## src/rtl/tac_defines.vh

```
// Constants for the touch and auxiliary conversion sequencer.
// Assumes a single 100 MHz clock; included by bare name.
`ifndef TAC_DEFINES_VH
`define TAC_DEFINES_VH

// ****************************************
// Timing
// ****************************************
`define TAC_CLK_MHZ 100
`define TAC_OVH_TOUCH_NS 2125
`define TAC_OVH_SENSOR_NS 2625
`define TAC_CONV_TAIL_NS 4400
// Cycle counts at 100 MHz, rounded up
`define TAC_OVH_TOUCH_CYC 213
`define TAC_OVH_SENSOR_CYC 263
`define TAC_CONV_TAIL_CYC 440

// ****************************************
// Commands
// ****************************************
`define TAC_CMD_NONE 5'h00
`define TAC_CMD_SCAN_XY 5'h01
`define TAC_CMD_SCAN_XYZ 5'h02
`define TAC_CMD_SINGLE_X 5'h03
`define TAC_CMD_SINGLE_Y 5'h04
`define TAC_CMD_SINGLE_Z 5'h05
`define TAC_CMD_DRIVE_X 5'h06
`define TAC_CMD_DRIVE_Y 5'h07
`define TAC_CMD_DRIVE_Z 5'h08
`define TAC_CMD_CONV_X 5'h09
`define TAC_CMD_CONV_Y 5'h0A
`define TAC_CMD_CONV_Z 5'h0B
`define TAC_CMD_TEMP_LOW 5'h0C
`define TAC_CMD_TEMP_HIGH 5'h0D
`define TAC_CMD_BAT_QUARTER 5'h0E
`define TAC_CMD_BAT_HALF 5'h0F
`define TAC_CMD_AUX_A 5'h10
`define TAC_CMD_AUX_B 5'h11

// ****************************************
// Result slots (read addresses)
// ****************************************
`define TAC_SLOT_X 4'h0
`define TAC_SLOT_Y 4'h1
`define TAC_SLOT_Z1 4'h2
`define TAC_SLOT_Z2 4'h3
`define TAC_SLOT_BAT_QUARTER 4'h4
`define TAC_SLOT_BAT_HALF 4'h5
`define TAC_SLOT_AUX_A 4'h6
`define TAC_SLOT_AUX_B 4'h7
`define TAC_SLOT_TEMP_LOW 4'h8
`define TAC_SLOT_TEMP_HIGH 4'h9
`define TAC_SLOT_COUNT 10

// ****************************************
// Resolution select and reset values
// ****************************************
`define TAC_RES_12 2'h0
`define TAC_RES_8 2'h1
`define TAC_RES_10 2'h2
`define TAC_RESULT_RESET 16'h0000

`endif

```

## src/rtl/tac_sequencer.v

```verilog
// Conversion sequencer for touch, temperature, battery and auxiliary inputs.
// Assumes command and read strobes come from same-clock SPI logic; pen detect is asynchronous.
//
// Notes on behaviour
// - Touch drives pen interrupt low; host command picks a single conversion or a one-pass XY or XYZ scan.
// - No scan starts on touch alone; only a host command starts one.
// - Host-controlled coordinate takes 2.125us, settle, and per average bits times period plus 4.4us.
// - Temperature, battery, auxiliary take 2.625us, reference delay, and same per-average time.
// - Second temperature uses 82x bias; results go to separate registers.
// - Battery divider enabled only while battery input is sampled.
// - Auxiliary inputs use battery flow without any divider.
// - Data-ready low on new results, high again once all are read.
// - Results right-justified in 16 bits, upper bits zero.
`timescale 1ns/1ps
`include "tac_defines.vh"

module tac_sequencer (
    input wire clk,
    input wire reset,
    input wire penDetect,
    input wire cmdValid,
    input wire [4:0] cmdCode,
    input wire [1:0] resSel,
    input wire [1:0] avgSel,
    input wire [7:0] convPeriod,
    input wire [15:0] settleCycles,
    input wire [15:0] refDelayCycles,
    input wire [11:0] adcData,
    input wire rdStrobe,
    input wire [3:0] rdAddr,
    output reg [15:0] rdData_q,
    output reg penTouchIrqN_q,
    output reg resultReadyN_q,
    output reg adcStart_q,
    output reg [3:0] adcChan_q,
    output reg xDrive_q,
    output reg yDrive_q,
    output reg zDrive_q,
    output reg batQuarterDivEn_q,
    output reg batHalfDivEn_q,
    output reg tempHighBias_q,
    output reg refPowerUp_q,
    output reg busy_q
);

    // ****************************************
    // Functions
    // ****************************************
    localparam ST_IDLE = 3'h0;
    localparam ST_PRE = 3'h1;
    localparam ST_SETTLE = 3'h2;
    localparam ST_CONV = 3'h3;
    localparam ST_DONE = 3'h4;

    // Returns {last step, result slot}
    function [4:0] planStep;
        input [4:0] cmd;
        input [2:0] idx;
        begin
            case (cmd)
                `TAC_CMD_SCAN_XY: begin
                    planStep = (idx == 3'h0) ? {1'b0, `TAC_SLOT_Y} : {1'b1, `TAC_SLOT_X};
                end
                `TAC_CMD_SCAN_XYZ: begin
                    case (idx)
                        3'h0: planStep = {1'b0, `TAC_SLOT_Y};
                        3'h1: planStep = {1'b0, `TAC_SLOT_X};
                        3'h2: planStep = {1'b0, `TAC_SLOT_Z1};
                        default: planStep = {1'b1, `TAC_SLOT_Z2};
                    endcase
                end
                `TAC_CMD_SINGLE_X, `TAC_CMD_CONV_X: planStep = {1'b1, `TAC_SLOT_X};
                `TAC_CMD_SINGLE_Y, `TAC_CMD_CONV_Y: planStep = {1'b1, `TAC_SLOT_Y};
                `TAC_CMD_SINGLE_Z, `TAC_CMD_CONV_Z: begin
                    planStep = (idx == 3'h0) ? {1'b0, `TAC_SLOT_Z1} : {1'b1, `TAC_SLOT_Z2};
                end
                `TAC_CMD_TEMP_LOW: planStep = {1'b1, `TAC_SLOT_TEMP_LOW};
                `TAC_CMD_TEMP_HIGH: planStep = {1'b1, `TAC_SLOT_TEMP_HIGH};
                `TAC_CMD_BAT_QUARTER: planStep = {1'b1, `TAC_SLOT_BAT_QUARTER};
                `TAC_CMD_BAT_HALF: planStep = {1'b1, `TAC_SLOT_BAT_HALF};
                `TAC_CMD_AUX_A: planStep = {1'b1, `TAC_SLOT_AUX_A};
                `TAC_CMD_AUX_B: planStep = {1'b1, `TAC_SLOT_AUX_B};
                default: planStep = {1'b1, `TAC_SLOT_X};
            endcase
        end
    endfunction

    function [3:0] resBits;
        input [1:0] sel;
        begin
            case (sel)
                `TAC_RES_8: resBits = 4'h8;
                `TAC_RES_10: resBits = 4'hA;
                default: resBits = 4'hC;
            endcase
        end
    endfunction

    // ****************************************
    // State
    // ****************************************
    reg [2:0] state_q;
    reg [4:0] cmd_q;
    reg [2:0] idx_q;
    reg [23:0] cnt_q;
    reg [3:0] avgCnt_q;
    reg [15:0] acc_q;
    reg [15:0] result_q [0:`TAC_SLOT_COUNT-1];
    reg [9:0] newMask_q;
    reg [2:0] drvHold_q;
    reg penMeta_q;
    reg penSync_q;

    wire [4:0] step = planStep(cmd_q, idx_q);
    wire [3:0] slot = step[3:0];
    wire lastStep = step[4];
    wire touchSlot = (slot <= `TAC_SLOT_Z2);
    wire active = (state_q == ST_SETTLE) || (state_q == ST_CONV);
    wire [3:0] bits = resBits(resSel);
    wire [3:0] avgLast = (4'h1 << avgSel) - 4'h1;
    wire [11:0] sample = adcData >> (4'hC - bits);
    wire [15:0] accNext = acc_q + {4'h0, sample};
    wire [15:0] average = acc_q >> avgSel;
    wire [11:0] convBits = {8'h00, bits} * {4'h0, convPeriod};
    wire [23:0] convTarget = {12'h000, convBits} + 24'd`TAC_CONV_TAIL_CYC;
    wire [23:0] preTarget = touchSlot ? 24'd`TAC_OVH_TOUCH_CYC : 24'd`TAC_OVH_SENSOR_CYC;
    wire [23:0] settleTarget = (slot == `TAC_SLOT_Z2) ? 24'h000001 :
                               touchSlot ? {8'h00, settleCycles} : {8'h00, refDelayCycles};
    wire isDrive = (cmdCode >= `TAC_CMD_DRIVE_X) && (cmdCode <= `TAC_CMD_DRIVE_Z);
    wire isConvCmd = (cmdCode != `TAC_CMD_NONE) && !isDrive && (cmdCode <= `TAC_CMD_AUX_B);

    reg [9:0] setMask;
    reg [9:0] clrMask;
    reg [9:0] newMask_d;

    always @* begin
        setMask = 10'h000;
        clrMask = 10'h000;
        if (state_q == ST_DONE) begin
            setMask[slot] = 1'b1;
        end
        if (rdStrobe && rdAddr < `TAC_SLOT_COUNT) begin
            clrMask[rdAddr] = 1'b1;
        end
        newMask_d = (newMask_q & ~clrMask) | setMask;
    end

    // ****************************************
    // Sequencer
    // ****************************************
    integer i;
    always @(posedge clk) begin
        if (reset) begin
            state_q <= ST_IDLE;
            cmd_q <= `TAC_CMD_NONE;
            idx_q <= 3'h0;
            cnt_q <= 24'h000000;
            avgCnt_q <= 4'h0;
            acc_q <= 16'h0000;
            drvHold_q <= 3'h0;
            adcStart_q <= 1'b0;
            for (i = 0; i < `TAC_SLOT_COUNT; i = i + 1) begin
                result_q[i] <= `TAC_RESULT_RESET;
            end
        end else begin
            adcStart_q <= 1'b0;
            case (state_q)
                ST_IDLE: begin
                    // Touch alone never starts a scan
                    if (cmdValid && isDrive) begin
                        drvHold_q <= 3'h1 << (cmdCode - `TAC_CMD_DRIVE_X);
                    end else if (cmdValid && isConvCmd) begin
                        cmd_q <= cmdCode;
                        idx_q <= 3'h0;
                        cnt_q <= 24'h000000;
                        state_q <= ST_PRE;
                    end
                end
                ST_PRE: begin
                    cnt_q <= cnt_q + 24'h000001;
                    if (cnt_q >= preTarget - 24'h000001) begin
                        cnt_q <= 24'h000000;
                        state_q <= ST_SETTLE;
                    end
                end
                ST_SETTLE: begin
                    cnt_q <= cnt_q + 24'h000001;
                    if (cnt_q + 24'h000001 >= settleTarget) begin
                        cnt_q <= 24'h000000;
                        avgCnt_q <= 4'h0;
                        acc_q <= 16'h0000;
                        adcStart_q <= 1'b1;
                        state_q <= ST_CONV;
                    end
                end
                ST_CONV: begin
                    cnt_q <= cnt_q + 24'h000001;
                    if (cnt_q >= convTarget - 24'h000001) begin
                        cnt_q <= 24'h000000;
                        acc_q <= accNext;
                        if (avgCnt_q == avgLast) begin
                            state_q <= ST_DONE;
                        end else begin
                            avgCnt_q <= avgCnt_q + 4'h1;
                            adcStart_q <= 1'b1;
                        end
                    end
                end
                ST_DONE: begin
                    result_q[slot] <= {4'h0, average[11:0]};
                    if (lastStep) begin
                        drvHold_q <= 3'h0;
                        state_q <= ST_IDLE;
                    end else begin
                        idx_q <= idx_q + 3'h1;
                        state_q <= ST_SETTLE;
                    end
                end
                default: state_q <= ST_IDLE;
            endcase
        end
    end

    // ****************************************
    // Outputs
    // ****************************************
    always @(posedge clk) begin
        if (reset) begin
            penMeta_q <= 1'b0;
            penSync_q <= 1'b0;
            penTouchIrqN_q <= 1'b1;
            newMask_q <= 10'h000;
            resultReadyN_q <= 1'b1;
            rdData_q <= 16'h0000;
            adcChan_q <= 4'h0;
            xDrive_q <= 1'b0;
            yDrive_q <= 1'b0;
            zDrive_q <= 1'b0;
            batQuarterDivEn_q <= 1'b0;
            batHalfDivEn_q <= 1'b0;
            tempHighBias_q <= 1'b0;
            refPowerUp_q <= 1'b0;
            busy_q <= 1'b0;
        end else begin
            penMeta_q <= penDetect;
            penSync_q <= penMeta_q;
            penTouchIrqN_q <= ~penSync_q;
            newMask_q <= newMask_d;
            resultReadyN_q <= ~|newMask_d;
            if (rdStrobe) begin
                rdData_q <= (rdAddr < `TAC_SLOT_COUNT) ? result_q[rdAddr] : 16'h0000;
            end
            adcChan_q <= slot;
            xDrive_q <= drvHold_q[0] | (active && slot == `TAC_SLOT_X);
            yDrive_q <= drvHold_q[1] | (active && slot == `TAC_SLOT_Y);
            zDrive_q <= drvHold_q[2] | (active && touchSlot && slot >= `TAC_SLOT_Z1);
            batQuarterDivEn_q <= (state_q == ST_CONV) && (slot == `TAC_SLOT_BAT_QUARTER);
            batHalfDivEn_q <= (state_q == ST_CONV) && (slot == `TAC_SLOT_BAT_HALF);
            tempHighBias_q <= active && (slot == `TAC_SLOT_TEMP_HIGH);
            refPowerUp_q <= active && !touchSlot;
            busy_q <= (state_q != ST_IDLE);
        end
    end

endmodule

```

## config.mk

```make
export PLATFORM = sky130hd
export DESIGN_NAME = tac_sequencer
export DESIGN_NICKNAME = d
export VERILOG_FILES = /design/src/rtl/tac_sequencer.v
export VERILOG_INCLUDE_DIRS = /design/src /design/src/rtl
export SDC_FILE = /design/constraint.sdc
export NUM_CORES = 1
export LEC_CHECK = 0
export ABC_AREA = 1
export BUFFER_PORTS_ARGS = -buffer_cell sky130_fd_sc_hd__buf_4
export CAP_MARGIN = 20
export CORE_MARGIN = 4
export CORE_UTILIZATION = 52
export DETAILED_ROUTE_END_ITERATION = 16
export GPL_TIMING_DRIVEN = 0
export PLACE_DENSITY = 0.71
export SLEW_MARGIN = 5
export SYNTH_ARGS = -nofsm -noshare
export SYNTH_HDL_FRONTEND = slang
export SYNTH_SLANG_ARGS = --single-unit
```

## constraint.sdc

```tcl
create_clock -name clk -period 7.86 [get_ports clk]
set_clock_uncertainty 0.15 [all_clocks]
set_input_delay 1.572 -clock clk [delete_from_list [all_inputs] [get_ports clk]]
set_output_delay 1.572 -clock clk [all_outputs]
set_load 0.01 [all_outputs]
```

==> impl_summary.txt <==
----------------------------------------------------
[Run status]
  Result of the run ... finished clean

[Route]
  DRC ... 0
  Post-DR wirelength/cell ... 16.7 um
  Number of iterations in the first detailed-routing pass ... 6
  Vias per std cell ... 5.49
  Post-route antenna net violation count ... 0
  Sum of routed wire length over all layers ... 35.7 mm
  Via count ... 11700
  Violation count after the first detailed-route iteration ... 1095

[Global route]
  Number of global-route vias before repair ... 10900
  Total congestion overflow ... 0
  First-pass GRT wire length ... 56.6 mm
  Maximum number of pins on one net before global-route repair ... 14
  Initial antenna violation count ... 0
  Total global routing track utilization ... 0.250

[Pwr]
  Maximum vdd ir drop ... 0.151 mV
  Power density of the placed cells ... 207 nW/um^2
  Tot Pwr ... 3.09 mW
  Share of total power in sequential cells ... 0.411
  Static leakage ... 6.70 nW
  Clock power share ... 0.367
  Share of power burned in combinational logic ... 0.223
  Switching power ... 0.951 mW
  Internal power component ... 2.14 mW
  Switching power as a share of total power ... 0.307

[Critical path]
  Top Family by Delay on Critical Path ... adder cells
  Slowest-stage cell, CP ... sky130_fd_sc_hd__buf_1
  Worst Setup Start Kind ... input port
  Nature of the critical path endpoint ... flop
  Critical Path Max Stage Delay ... 0.42 ns
  Required @ worst endpoint ... 8.13 ns
  Buffers and inverters on the worst path ... 8
  Worst Path Class, Setup ... in -> reg
  Data arrival time of the critical path ... 7.38 ns
  Critical-path maximum fanout ... 10

[Timing]
  Rel. slew slack ... 0.376
  Worst slew pin tran ... 0.926 ns
  Minimum clock period ... 7.11 ns
  Final period util ... 0.905
  Number of setup violations in the final report ... 0
  Unrepaired setup endpoints after global routing ... no
  Timing-limited maximum frequency ... 141 MHz
  Smallest hold slack ... 0.262 ns
  Setup_tns ... 0 ns
  Final max-slew violation count ... 0
  Worst setup margin ... 0.750 ns
  Count of endpoints failing hold in the final timing report ... 0

[Clocking]
  Hold buffer count at cts ... 0
  Count of clock tree sinks ... 216
  Root cell of the clock tree ... sky130_fd_sc_hd__clkbuf_16
  TritonCTS clock tree ... done
  Clock buffer count from CTS ... 24
  Resized Gates After CTS ... 0
  CTS max path bufs ... 3
  Total setup buffers inserted after CTS ... 0
  Clk_lat worst skew ... 0.52 ns
  Clock-pin transition on the worst setup and hold timing paths ... 0.06 ns
  Number of H-tree levels ... 1

[Floorplan]
  # IOs ... 101
  Initial Utilization ... 0.532
  Die Wd ... 166 um
  Die footprint ... 27600 sq um
  Vertical die dimension ... 166 um
  Core region area ... 24500 sq um
  Row count ... 57

[Layout]
  Proportion of layout cells with a drive suffix above 1 ... 0.101
  Number of antenna cells inserted ... 0
  Nets ... 1961
  Final Cell Area ... 14900 sq um
  Area grow syn2layout ... 14.9%

[Placed design]
  Placed wire-length estimate after detailed placement ... 27.1 mm
  Routability cong. ... 0.938
  Quantity of I/O buffers inserted on ports ... 94
  Placed cell area ... 14100 sq um
  Placement-stage worst setup slack ... 0.0726 ns

[Logic synthesis]
  Flip-flop cell with the highest count after synthesis ... sky130_fd_sc_hd__edfxtp_1
  Largest area contributor in the synthesized netlist ... sky130_fd_sc_hd__edfxtp_1
  Number of distinct standard cells referenced by the synthesized netlist ... 53
  Number of synthesized flops with an enable pin ... 120
  Post-synthesis instance area ... 13000 sq um
  Synth top area cells ... sky130_fd_sc_hd__edfxtp_1 (28%), sky130_fd_sc_hd__dfxtp_1 (15%), sky130_fd_sc_hd__nand2_1 (12%)
  Area share of the leading cell type in the synthesized netlist ... 0.277
  Avg Synthesized Cell Area ... 7.76 sq um
  Cells after synthesis ... 1675
  Post-synth ARST share ... 0
  Sequential element share of the synthesized area ... 0.425
  Synthesis Warnings ... 0
  Post-synthesis sequential element count ... 216

[Worst hold path]
  HP Class ... reg -> reg

[Flow run]
  Number of maximum-capacitance constraint violations ... 0

----------------------------------------------------
state kept, by name, summed over array words and instances, names as in the netlist, 4 cells and up:
signal,count
adcChan_q,4
cnt_q,24
rdData_q,12
acc_q,15
newMask_q,10
result_q,120
avgCnt_q,4
cmd_q,5
Yosys cell counts (21+ instances only):
cell,count
sky130_fd_sc_hd__o21ai_0,65
sky130_fd_sc_hd__a22o_1,21
sky130_fd_sc_hd__ha_1,83
sky130_fd_sc_hd__inv_1,178
sky130_fd_sc_hd__a21oi_1,82
sky130_fd_sc_hd__nand2_1,424
sky130_fd_sc_hd__dfxtp_1,96
sky130_fd_sc_hd__nor2_1,258
sky130_fd_sc_hd__nand3_1,63
sky130_fd_sc_hd__nand4_1,22
sky130_fd_sc_hd__edfxtp_1,120
sky130_fd_sc_hd__nor3_1,36
sky130_fd_sc_hd__clkbuf_1,39
sky130_fd_sc_hd__xor2_1,21
worst paths after layout:
kind,from,end,slack [ns],cells past startpoint
max,resSel[0],acc_q[1]$_SDFFE_PP0P_,0.75,31
min reg2reg,penMeta_q$_SDFF_PP0_,penSync_q$_SDFF_PP0_,0.26,2
max reg2reg,idx_q[0]$_SDFFE_PP0P_,cnt_q[4]$_SDFFE_PP0P_,3.68,27
min,penMeta_q$_SDFF_PP0_,penSync_q$_SDFF_PP0_,0.26,2
stage by stage:
stage           util  instances
2_1_floorplan      -       1678
3_3_place_gp   0.578       2096
3_5_place_dp   0.578       2097
4_1_cts        0.611       2141
5_1_grt        0.611       2141
6_report       0.611       2141
power by group through the flow:
stage / logic, mW / clock network [mW] / registers, mW
CTS: 0.687 / 1.14 / 1.27
global placement: 0.667 / 0 / 1.29
global route: 0.779 / 1.19 / 1.27
detailed placement: 0.680 / 0 / 1.29
finish: 0.689 / 1.13 / 1.27
floorplan: 0.470 / 0 / 1.29
final cells by class:
type / count / area [sq um]
buffer: 65 / 290
clock buffer: 31 / 668
clock inverter: 13 / 133
fill: 2247 / 9520
inverter: 191 / 717
multi-input combinational: 1206 / 6490
sequential: 216 / 5530
tap: 324 / 405
timing repair buffer: 95 / 713
worst reg2reg max path, cell delays in order (launching register included):
cell,delay (ns)
sky130_fd_sc_hd__dfxtp_1,0.34
sky130_fd_sc_hd__inv_1,0.11
sky130_fd_sc_hd__ha_1,0.16
sky130_fd_sc_hd__inv_1,0.05
sky130_fd_sc_hd__o21ai_0,0.21
sky130_fd_sc_hd__a21oi_1,0.10
sky130_fd_sc_hd__nor2_1,0.33
sky130_fd_sc_hd__nor2_1,0.11
sky130_fd_sc_hd__nand2_1,0.27
sky130_fd_sc_hd__clkbuf_1,0.37
sky130_fd_sc_hd__nand2_1,0.10
sky130_fd_sc_hd__ha_1,0.30
sky130_fd_sc_hd__nand2_1,0.10
sky130_fd_sc_hd__nor2_1,0.05
sky130_fd_sc_hd__nor2_1,0.07
sky130_fd_sc_hd__nand2_1,0.07
sky130_fd_sc_hd__nand2_1,0.06
sky130_fd_sc_hd__nand2_1,0.05
sky130_fd_sc_hd__nand2_1,0.05
sky130_fd_sc_hd__a21oi_1,0.06
sky130_fd_sc_hd__nor2_1,0.26
sky130_fd_sc_hd__nand3_1,0.20
sky130_fd_sc_hd__nand3_2,0.19
sky130_fd_sc_hd__buf_6,0.17
sky130_fd_sc_hd__nand2_1,0.06
sky130_fd_sc_hd__nand2_1,0.06
sky130_fd_sc_hd__nand2_1,0.06
sky130_fd_sc_hd__inv_1,0.05
metal layers:
layer,vias to the layer above,GRT usage,share of wire
met5,-,0,0
met4,0,0.0725,0.026
met3,65,0.0378,0.094
met2,533,0.382,0.43
met1,5342,0.369,0.45
li1,5807,-,-
cell usage in the layout (no fill, tap or decap), drive strengths merged, types with 6 or more instances in the layout:
cell / count
o22ai: 6
ha: 83
clkinv: 10
xor2: 21
o21ai: 72
clkbuf: 70
edfxtp: 120
nor4: 6
a22oi: 8
o31ai: 11
a221oi: 16
a21oi: 83
inv: 190
nor2: 263
fa: 9
o221ai: 9
nand3: 65
nand4: 22
buf: 121
nand2: 431
xnor2: 7
nor3: 37
dfxtp: 96
a22o: 21
cell families after synthesis:
family / share of synthesized area
other: 0.000288
buffers and inverters: 0.0774
DFF: 0.425
and+or+nand+nor: 0.265
adders and majority gates: 0.0937
xor gates and xnor gates: 0.0189
AOI/OAI and AO/OA: 0.120
Power figures use the tool's default switching activity.
